### config.mk
export PLATFORM = sky130hd
export DESIGN_NAME = pma_pmd_mgmt_registers
export DESIGN_NICKNAME = d
export VERILOG_FILES = /design/src/rtl/pma_mgmt_pkg.sv /design/src/rtl/mdio_reg_if.sv /design/src/rtl/mdio_serial_port.sv /design/src/rtl/pma_pmd_mgmt_registers.sv
export VERILOG_INCLUDE_DIRS = /design/src /design/src/rtl
export SDC_FILE = /design/constraint.sdc
export NUM_CORES = 1
export LEC_CHECK = 0
export BUFFER_PORTS_ARGS = -buffer_cell sky130_fd_sc_hd__buf_2
export CORE_MARGIN = 5
export CORE_UTILIZATION = 45
export DETAILED_ROUTE_END_ITERATION = 10
export PLACE_DENSITY = 0.73
export SETUP_SLACK_MARGIN = 0.15
export SYNTH_ARGS = -nofsm -noshare
export SYNTH_HDL_FRONTEND = slang
export SYNTH_HIERARCHICAL = 1
export SYNTH_SLANG_ARGS = --single-unit
### constraint.sdc
create_clock -name clock -period 4.5 [get_ports clock]
set_input_delay 0.225 -clock clock [delete_from_list [all_inputs] [get_ports clock]]
set_output_delay 0.225 -clock clock [all_outputs]
set_load 0.005 [all_outputs]
### src/rtl/pma_mgmt_consts.svh
// Register map, field positions, reset values and timing for PMA management.
`ifndef PMA_MGMT_CONSTS_SVH
`define PMA_MGMT_CONSTS_SVH
`define DEVAD_PMA 5'h01
`define DEVAD_VEND 5'h1f
`define MDIO_PORT_ADDR 5'h00
`define FRAME_START 2'b00
`define OP_ADDR 2'b00
`define OP_WRITE 2'b01
`define OP_READ 2'b11
`define OP_READ_INC 2'b10
`define PREAMBLE_BITS 6'd32
`define HDR_LAST 5'd13
`define FRAME_LAST 5'd31
`define ADDR_STEP 16'h0001
`define REG_PMA_CTRL 16'h0000
`define REG_PMA_STAT 16'h0001
`define REG_DEVS_LOW 16'h0005
`define REG_DEVS_HIGH 16'h0006
`define REG_CNT_HIGH 16'h8027
`define REG_CNT_LOW 16'h8028
`define REG_GEN_DONE 16'h8029
`define REG_MAC_LB 16'h8055
`define REG_SOP_CTRL 16'h805a
`define BIT_SOFT_RST 15
`define BIT_SOFT_PD 11
`define BIT_LOC_LB 0
`define BIT_LINK_LL 2
`define BIT_PD_ABLE 1
`define VAL_DEVS_LOW 16'h008b
`define VAL_DEVS_HIGH 16'hc000
`define RST_CNT_LOW 16'h0100
`define RST_CNT_HIGH 16'h0000
`define RST_GEN_DONE 16'h0000
`define RST_MAC_LB 16'h000a
`define RST_SOP_CTRL 16'h001b
`define CLK_PERIOD_NS 20
`define SOFT_RST_NS 320
`define SOFT_RST_CYCLES 5'((`SOFT_RST_NS + `CLK_PERIOD_NS - 1) / `CLK_PERIOD_NS)
`define STRAP_SETTLE 2'd2
`endif

### src/rtl/pma_mgmt_pkg.sv
// Types shared by the PMA management block.
package pma_mgmt_pkg;
  typedef enum logic [5:0] {
    ST_IDLE = 6'b000001,
    ST_HDR = 6'b000010,
    ST_DECIDE = 6'b000100,
    ST_LOAD = 6'b001000,
    ST_TX = 6'b010000,
    ST_RX = 6'b100000
  } mdio_state_e;
  typedef logic [15:0] reg_word_t;
endpackage : pma_mgmt_pkg

### src/rtl/mdio_reg_if.sv
// Register access link between the serial port and the register bank.
`timescale 1ns/1ps
interface mdio_reg_if;
  logic clk_en;
  logic rd;
  logic wr;
  logic vendor;
  logic [15:0] addr;
  logic [15:0] wdata;
  logic [15:0] rdata;
  modport engine (input clk_en, rdata, output rd, wr, vendor, addr, wdata);
  modport regs (output clk_en, rdata, input rd, wr, vendor, addr, wdata);
endinterface : mdio_reg_if

### src/rtl/mdio_serial_port.sv
// Clause 45 management serial port: frame decode and read data drive.
`timescale 1ns/1ps
`include "pma_mgmt_consts.svh"
module mdio_serial_port
  import pma_mgmt_pkg::*;
(
  input wire logic clock,
  input wire logic sys_rst,
  input wire logic mdc_pin,
  input wire logic mdio_in,
  output logic mdio_out,
  output logic mdio_oe_n,
  mdio_reg_if.engine bus
);
  logic mdc_s1, mdc_s2, mdc_s3, dat_s1, dat_s2;
  logic [5:0] ones;
  logic [4:0] bitcnt;
  logic [13:0] hdr;
  logic [1:0] op;
  logic [15:0] rxsh, pma_addr, vend_addr;
  logic [16:0] txsh;
  logic is_vend;
  mdio_state_e state;

  wire rise = mdc_s2 & ~mdc_s3;
  wire pre_ok = ones == `PREAMBLE_BITS;
  wire [13:0] next_hdr = {hdr[12:0], dat_s2};
  wire [15:0] next_rxsh = {rxsh[14:0], dat_s2};
  wire [1:0] hdr_op = hdr[11:10];
  wire dev_pma = hdr[4:0] == `DEVAD_PMA;
  wire dev_vend = hdr[4:0] == `DEVAD_VEND;
  wire hit = hdr[13:12] == `FRAME_START && hdr[9:5] == `MDIO_PORT_ADDR
             && (dev_pma || dev_vend);
  wire is_read = hdr_op == `OP_READ || hdr_op == `OP_READ_INC;
  assign bus.vendor = is_vend;
  assign bus.addr = is_vend ? vend_addr : pma_addr;
  assign bus.wdata = rxsh;

  always_ff @(posedge clock or posedge sys_rst) begin
    if (sys_rst) begin
      {mdc_s1, mdc_s2, mdc_s3, dat_s1, dat_s2} <= 5'h00;
      ones <= 6'h00;
      bitcnt <= 5'h00;
      hdr <= 14'h0000;
      op <= 2'h0;
      rxsh <= 16'h0000;
      txsh <= 17'h00000;
      pma_addr <= 16'h0000;
      vend_addr <= 16'h0000;
      is_vend <= 1'b0;
      bus.rd <= 1'b0;
      bus.wr <= 1'b0;
      mdio_out <= 1'b1;
      mdio_oe_n <= 1'b1;
      state <= ST_IDLE;
    end else if (bus.clk_en) begin
      mdc_s1 <= mdc_pin;
      mdc_s2 <= mdc_s1;
      mdc_s3 <= mdc_s2;
      dat_s1 <= mdio_in;
      dat_s2 <= dat_s1;
      bus.rd <= 1'b0;
      bus.wr <= 1'b0;
      case (state)
        ST_IDLE: begin
          mdio_oe_n <= 1'b1;
          if (rise && dat_s2 && !pre_ok) begin
            ones <= ones + 6'h01;
          end else if (rise && !dat_s2) begin
            ones <= 6'h00;
            if (pre_ok) begin
              hdr <= next_hdr;
              bitcnt <= 5'h01;
              state <= ST_HDR;
            end
          end
        end
        ST_HDR: begin
          if (rise) begin
            hdr <= next_hdr;
            bitcnt <= bitcnt + 5'h01;
            if (bitcnt == `HDR_LAST) begin
              state <= ST_DECIDE;
            end
          end
        end
        ST_DECIDE: begin
          is_vend <= dev_vend;
          op <= hdr_op;
          if (!hit) begin
            state <= ST_IDLE;
          end else if (is_read) begin
            bus.rd <= 1'b1;
            state <= ST_LOAD;
          end else begin
            state <= ST_RX;
          end
        end
        ST_LOAD: begin
          txsh <= {1'b0, bus.rdata};
          if (op == `OP_READ_INC && is_vend) begin
            vend_addr <= vend_addr + `ADDR_STEP;
          end else if (op == `OP_READ_INC) begin
            pma_addr <= pma_addr + `ADDR_STEP;
          end
          state <= ST_TX;
        end
        ST_TX: begin
          if (rise) begin
            bitcnt <= bitcnt + 5'h01;
            if (bitcnt == `FRAME_LAST) begin
              mdio_oe_n <= 1'b1;
              state <= ST_IDLE;
            end else begin
              mdio_out <= txsh[16];
              txsh <= {txsh[15:0], 1'b0};
              mdio_oe_n <= 1'b0;
            end
          end
        end
        ST_RX: begin
          if (rise) begin
            rxsh <= next_rxsh;
            bitcnt <= bitcnt + 5'h01;
            if (bitcnt == `FRAME_LAST) begin
              state <= ST_IDLE;
              if (op == `OP_WRITE) begin
                bus.wr <= 1'b1;
              end else if (is_vend) begin
                vend_addr <= next_rxsh;
              end else begin
                pma_addr <= next_rxsh;
              end
            end
          end
        end
        default: state <= ST_IDLE;
      endcase
    end
  end
endmodule : mdio_serial_port

### src/rtl/pma_pmd_mgmt_registers.sv
// PMA/PMD and vendor management registers behind a Clause 45 serial port.
//
// How it works
// - Writing one to control bit 15 reinitialises the whole chip.
// - Soft reset bit reads one while reset runs, then clears itself.
// - Soft power-down bit puts the chip into its low-power mode.
// - Management access to every register keeps working while powered down.
// - Soft power-down reset value follows the power-down strap pin.
// - Control register reset value depends on sampled strap pin settings.
// - Local loopback returns transmit data on the receive path.
// - Link status latches low until read; reads one while link is up.
// - Power-down capability bit always reads one.
// - First devices-in-package word reads 0x008b.
// - Second devices-in-package word reads 0xc000.
// - Frame count low word is read/write and resets to 256.
// - Generator finished register is read-only and resets to zero.
// - MAC-side loopback configuration is read/write, resetting to 0x000a.
// - Start-of-packet control is read/write, resetting to 0x001b.
// - Frame count high word forms the upper half of the count.
`timescale 1ns/1ps
`include "pma_mgmt_consts.svh"
module pma_pmd_mgmt_registers
  import pma_mgmt_pkg::*;
(
  input wire logic clock,
  input wire logic clk_en,
  input wire logic sys_rst,
  input wire logic mdc_pin,
  input wire logic mdio_in,
  output logic mdio_out,
  output logic mdio_oe_n,
  input wire logic powerdown_strap_pin,
  input wire logic link_up,
  input wire logic gen_done,
  input wire logic [3:0] tx_nibble,
  input wire logic tx_valid,
  input wire logic [3:0] line_rx_nibble,
  input wire logic line_rx_valid,
  output logic [3:0] rx_nibble,
  output logic rx_valid,
  output logic chip_reset,
  output logic low_power,
  output logic local_loopback_enable,
  output logic [31:0] gen_frame_count,
  output logic [15:0] mac_side_loopback_cfg,
  output logic [15:0] packet_start_gen_ctrl
);
  mdio_reg_if bus ();

  mdio_serial_port port (
    .clock(clock),
    .sys_rst(sys_rst),
    .mdc_pin(mdc_pin),
    .mdio_in(mdio_in),
    .mdio_out(mdio_out),
    .mdio_oe_n(mdio_oe_n),
    .bus(bus)
  );

  logic strap_s1, strap_s2;
  logic [1:0] settle;
  logic strap_done;
  logic [4:0] rst_cnt;
  logic soft_powerdown;
  logic link_up_latched_low;
  logic gen_finished;
  reg_word_t gen_frame_count_low, gen_frame_count_high;

  assign bus.clk_en = clk_en;

  // Defaults are loaded once the strap has settled after reset release, and
  // held for the whole soft reset so writes during it have no effect.
  wire strap_load = !strap_done && settle == `STRAP_SETTLE;
  wire reset_busy = rst_cnt != 5'h00;
  wire load_defaults = strap_load || reset_busy;

  wire sel_ctrl = !bus.vendor && bus.addr == `REG_PMA_CTRL;
  wire sel_stat = !bus.vendor && bus.addr == `REG_PMA_STAT;
  wire sel_devs_low = !bus.vendor && bus.addr == `REG_DEVS_LOW;
  wire sel_devs_high = !bus.vendor && bus.addr == `REG_DEVS_HIGH;
  wire sel_cnt_high = bus.vendor && bus.addr == `REG_CNT_HIGH;
  wire sel_cnt_low = bus.vendor && bus.addr == `REG_CNT_LOW;
  wire sel_done = bus.vendor && bus.addr == `REG_GEN_DONE;
  wire sel_mac_lb = bus.vendor && bus.addr == `REG_MAC_LB;
  wire sel_sop = bus.vendor && bus.addr == `REG_SOP_CTRL;

  wire wr_ok = bus.wr && !reset_busy;
  wire wr_ctrl = wr_ok && sel_ctrl;
  wire start_reset = wr_ctrl && bus.wdata[`BIT_SOFT_RST];
  wire rd_stat = bus.rd && sel_stat;

  reg_word_t ctrl_word, stat_word, done_word;
  always_comb begin
    ctrl_word = 16'h0000;
    ctrl_word[`BIT_SOFT_RST] = reset_busy;
    ctrl_word[`BIT_SOFT_PD] = soft_powerdown;
    ctrl_word[`BIT_LOC_LB] = local_loopback_enable;
    stat_word = 16'h0000;
    stat_word[`BIT_LINK_LL] = link_up_latched_low;
    stat_word[`BIT_PD_ABLE] = 1'b1;
    done_word = 16'h0000;
    done_word[0] = gen_finished;
  end

  // Unmapped addresses read as zero.
  assign bus.rdata = ({16{sel_ctrl}} & ctrl_word)
    | ({16{sel_stat}} & stat_word)
    | ({16{sel_devs_low}} & `VAL_DEVS_LOW)
    | ({16{sel_devs_high}} & `VAL_DEVS_HIGH)
    | ({16{sel_cnt_high}} & gen_frame_count_high)
    | ({16{sel_cnt_low}} & gen_frame_count_low)
    | ({16{sel_done}} & done_word)
    | ({16{sel_mac_lb}} & mac_side_loopback_cfg)
    | ({16{sel_sop}} & packet_start_gen_ctrl);

  assign chip_reset = reset_busy;
  assign low_power = soft_powerdown;
  assign gen_frame_count = {gen_frame_count_high, gen_frame_count_low};

  always_ff @(posedge clock or posedge sys_rst) begin
    if (sys_rst) begin
      strap_s1 <= 1'b0;
      strap_s2 <= 1'b0;
      settle <= 2'h0;
      strap_done <= 1'b0;
    end else if (clk_en) begin
      strap_s1 <= powerdown_strap_pin;
      strap_s2 <= strap_s1;
      if (settle != `STRAP_SETTLE) begin
        settle <= settle + 2'h1;
      end
      if (strap_load) begin
        strap_done <= 1'b1;
      end
    end
  end

  always_ff @(posedge clock or posedge sys_rst) begin
    if (sys_rst) begin
      rst_cnt <= 5'h00;
    end else if (clk_en && start_reset) begin
      rst_cnt <= `SOFT_RST_CYCLES;
    end else if (clk_en && reset_busy) begin
      rst_cnt <= rst_cnt - 5'h01;
    end
  end

  // Control register: the power-down default comes from the strap; the loopback default is a fixed zero.
  always_ff @(posedge clock or posedge sys_rst) begin
    if (sys_rst) begin
      soft_powerdown <= 1'b0;
      local_loopback_enable <= 1'b0;
    end else if (clk_en && load_defaults) begin
      soft_powerdown <= strap_s2;
      local_loopback_enable <= 1'b0;
    end else if (clk_en && wr_ctrl) begin
      soft_powerdown <= bus.wdata[`BIT_SOFT_PD];
      local_loopback_enable <= bus.wdata[`BIT_LOC_LB];
    end
  end

  // A drop in the same cycle as the read still leaves the bit low.
  always_ff @(posedge clock or posedge sys_rst) begin
    if (sys_rst) begin
      link_up_latched_low <= 1'b0;
    end else if (clk_en && load_defaults) begin
      link_up_latched_low <= 1'b0;
    end else if (clk_en && rd_stat) begin
      link_up_latched_low <= link_up;
    end else if (clk_en) begin
      link_up_latched_low <= link_up_latched_low & link_up;
    end
  end

  always_ff @(posedge clock or posedge sys_rst) begin
    if (sys_rst) begin
      gen_finished <= 1'b0;
    end else if (clk_en) begin
      gen_finished <= !load_defaults && gen_done;
    end
  end

  always_ff @(posedge clock or posedge sys_rst) begin
    if (sys_rst) begin
      gen_frame_count_low <= `RST_CNT_LOW;
      gen_frame_count_high <= `RST_CNT_HIGH;
      mac_side_loopback_cfg <= `RST_MAC_LB;
      packet_start_gen_ctrl <= `RST_SOP_CTRL;
    end else if (clk_en && load_defaults) begin
      gen_frame_count_low <= `RST_CNT_LOW;
      gen_frame_count_high <= `RST_CNT_HIGH;
      mac_side_loopback_cfg <= `RST_MAC_LB;
      packet_start_gen_ctrl <= `RST_SOP_CTRL;
    end else if (clk_en && wr_ok) begin
      if (sel_cnt_low) gen_frame_count_low <= bus.wdata;
      if (sel_cnt_high) gen_frame_count_high <= bus.wdata;
      if (sel_mac_lb) mac_side_loopback_cfg <= bus.wdata;
      if (sel_sop) packet_start_gen_ctrl <= bus.wdata;
    end
  end

  always_ff @(posedge clock or posedge sys_rst) begin
    if (sys_rst) begin
      rx_nibble <= 4'h0;
      rx_valid <= 1'b0;
    end else if (clk_en && local_loopback_enable) begin
      rx_nibble <= tx_nibble;
      rx_valid <= tx_valid;
    end else if (clk_en) begin
      rx_nibble <= line_rx_nibble;
      rx_valid <= line_rx_valid;
    end
  end
endmodule : pma_pmd_mgmt_registers

==> results.sh <==
export IMPL_cts_sinks=191
export IMPL_drv_slew=0
export IMPL_syn_inst=1074
export IMPL_multi_input_area_sq_mm=0.005047
export IMPL_required_ns=4.85
export IMPL_h_tree_depth=4
export IMPL_boundaryPins=92
export IMPL_routed_wl_mm=30.01
export IMPL_drtPass1Iterations=5
export IMPL_tritoncts="built"
export IMPL_fmax_ghz=0.2908
export IMPL_gp_congestion=0.9930
export IMPL_worst_pin_slew_ns=1.052
export IMPL_cp_max_fo=32
export IMPL_final_nets=1155
export IMPL_holdPathStages=2
export IMPL_die_width_um=161.0
export IMPL_ant_nets=0
export IMPL_hold_viol_final=0
export IMPL_die_area_sq_mm=0.02593
export IMPL_yosys_area_top_type="dfrtp_1"
export IMPL_syn_area_sq_mm=0.01027
export IMPL_postCtsSetupRepairBufs=0
export IMPL_reg2regPathDepth=8
export IMPL_critPathSlowestCell="nor4b_4"
export IMPL_timing_critical_path_mode_cell="buf_4"
export IMPL_setup_viol=0
export IMPL_seq_area_sq_mm=0.004792
export IMPL_hp_class="primary input to flop"
export IMPL_grt_util_all_layers_pct=22.96
export IMPL_setup_tns_final_ns=0
export IMPL_grt_max_degree=68
export IMPL_ys_dominant_reg_cell="dfrtp_1"
export IMPL_grt_pass1_vias=8484
export IMPL_grt_pass1_wl_mm=47.83
export IMPL_grt_overflow_total=0
export IMPL_cts_root_buf="clkbuf_16"
export IMPL_cts_buffers_inserted=17
export IMPL_clock_skew_final_ns=0.01276
export IMPL_num_fill_cells=2022
export IMPL_drtIter0Drc=1126
export IMPL_wire_per_inst_um=21.06
export IMPL_antenna_cells=0
export IMPL_most_common_layout_cells="dfrtp_1, nand2_1, buf_2"
export IMPL_max_stage_delay_ns=0.79
export IMPL_synth_cell_types=86
export IMPL_outcome="completed"
export IMPL_drc=0
export IMPL_synth_top_cell_area_share_pct=44.12
export IMPL_synth_edf_count=0
export IMPL_finalHoldWorstSlack_ns=0.01628
export IMPL_ys_top_cells_by_area="dfrtp_1, nand2_1, mux2_2, a21oi_1, o21ai_0"
export IMPL_crit_buf_inv=2
export IMPL_core_area_sq_mm=0.02257
export IMPL_port_buffers=91
export IMPL_yosys_warnings=6
export IMPL_crit_cells=8
export IMPL_synth_seq_cells=191
export IMPL_total_power_w=0.004054
export IMPL_crit_family="simple AND/OR/NAND/NOR gates"
export IMPL_cp_arrival_ns=3.79
export IMPL_dp_hpwl_mm=20.87
export IMPL_final_common_cell="dfrtp_1"
export IMPL_vias_per_cell=6.299
export IMPL_syn_area_per_cell_sq_um=9.559
export IMPL_cap_violations=0
export IMPL_finalInstanceArea_sq_mm=0.01148
export IMPL_start_util_pct=45.48
export IMPL_clock_latency_ns=0.44
export IMPL_postCtsHoldBufs=1
export IMPL_synth_fp_nets=1102
export IMPL_powerDensity_mw_per_mm2=353.0
export IMPL_synthArstFlopShare_pct=100.0
export IMPL_rows=55
export IMPL_place_area_sq_mm=0.01082
export IMPL_path_cells="buf_4, mux2_2, or3_4, nor4b_4, nor3b_2, buf_4, nand3_1, o21ai_0"
export IMPL_die_y_um=161.0
export IMPL_leakagePower_nw=4.912
export IMPL_vdd_drop_max_mv=0.2871
export IMPL_via_count=8976
export IMPL_rsz0062_at_grt="no"
export IMPL_max_slew_margin_rel_pct=29.84
export IMPL_critPathLaunchType="flop"
export IMPL_post_cts_resized=0
export IMPL_clkTransAtPathRegs_ns=0.08
export IMPL_worstSetupPathType="flop to flop"
export IMPL_antenna_found_initial=0
export IMPL_endpoint_kind="flop"
export IMPL_finalWorstPathRequiredPeriod_ns=3.439
export IMPL_yosysSeqAreaShare_pct=46.68
export IMPL_drive_above_1_share_pct=20.18
export IMPL_finalCritPeriodShare_pct=76.42
export IMPL_area_delta_synth_final_pct=11.87
export IMPL_cts_buffer_depth=2
==> cell type report <==
| type | count | area share, % |
|---|---|---|
| timing repair buffer | 103 | 4.772 |
| sequential | 191 | 41.73 |
| clock buffer | 17 | 3.704 |
| tap | 285 | 3.105 |
| clock inverter | 15 | 1.961 |
| multi-input combinational | 791 | 43.95 |
| inverter | 23 | 0.7844 |
==> through the flow <==
stage	worst slack [ns]	std cells	utilization, %
floorplan	1.434	1074	-
global placement	1.250	1392	47.95
detailed placement	1.204	1392	47.95
CTS	1.150	1425	50.88
global route	0.9063	1425	50.88
finish	1.061	1425	50.88
==> sequential cells by signal, indices dropped and copies added, names as in the netlist, 14 cells and up <==
register	count
mac_side_loopback_cfg	16
port/bus.wdata	16
port/pma_addr	16
port/vend_addr	16
packet_start_gen_ctrl	16
port/hdr	14
gen_frame_count_high	16
port/txsh	17
gen_frame_count_low	16
==> synth_stat cells, types with 15 or more instances <==
library cell,instances
dfrtp_1,181
nor3_1,35
o21ai_0,57
o21ai_1,33
nand2_1,155
nor2_1,58
nor4_1,15
buf_2,22
mux2i_1,25
inv_1,23
a22oi_1,24
nand3_1,51
mux2_2,47
clkbuf_1,28
a21oi_1,73
==> power breakdown <==
group / leakage (nW) / switching (W) / internal [W]
logic: 2.04 / 0.000321 / 0.000194
clock network: 0.310 / 0.000765 / 0.000862
registers: 2.56 / 0.000106 / 0.00181
total: 4.91 / 0.00119 / 0.00286
==> cell families after synthesis <==
family                   after synthesis  share of synthesized area, %
AO/OA/AOI/OAI                        286                         17.73
multiplexers                          82                         8.690
XOR/XNOR                               7                        0.5972
flip-flops                           191                         46.68
buffers and inverters                 92                         4.290
adder cells (fa/ha/maj)               10                         1.219
AND/OR/NAND/NOR                      406                         20.79
==> routing by layer <==
metal	up-vias	wire length [um]	share of wire, %	global-route usage, %
li1	4035	-	-	-
met1	4386	12580	42	32.83
met2	484	13770	46	35.30
met3	71	2813	9.4	5.129
met4	0	840	2.8	6.708
met5	-	0	0	0
==> worst paths after layout <==
kind / from / to / slack [ns]
hold reg to reg: strap_done / strap_done / 0.46
min in group asynchronous: sys_rst / settle[1] / 0.50
setup reg to reg: port/bus.vendor / gen_frame_count_low[2] / 1.06
hold / removal: mdc_pin / port/mdc_s1 / 0.02
max in group asynchronous: sys_rst / port/mdio_out / 2.88
setup / recovery: port/bus.vendor / gen_frame_count_low[2] / 1.06
No activity file was read; power rests on OpenSTA's default activity.
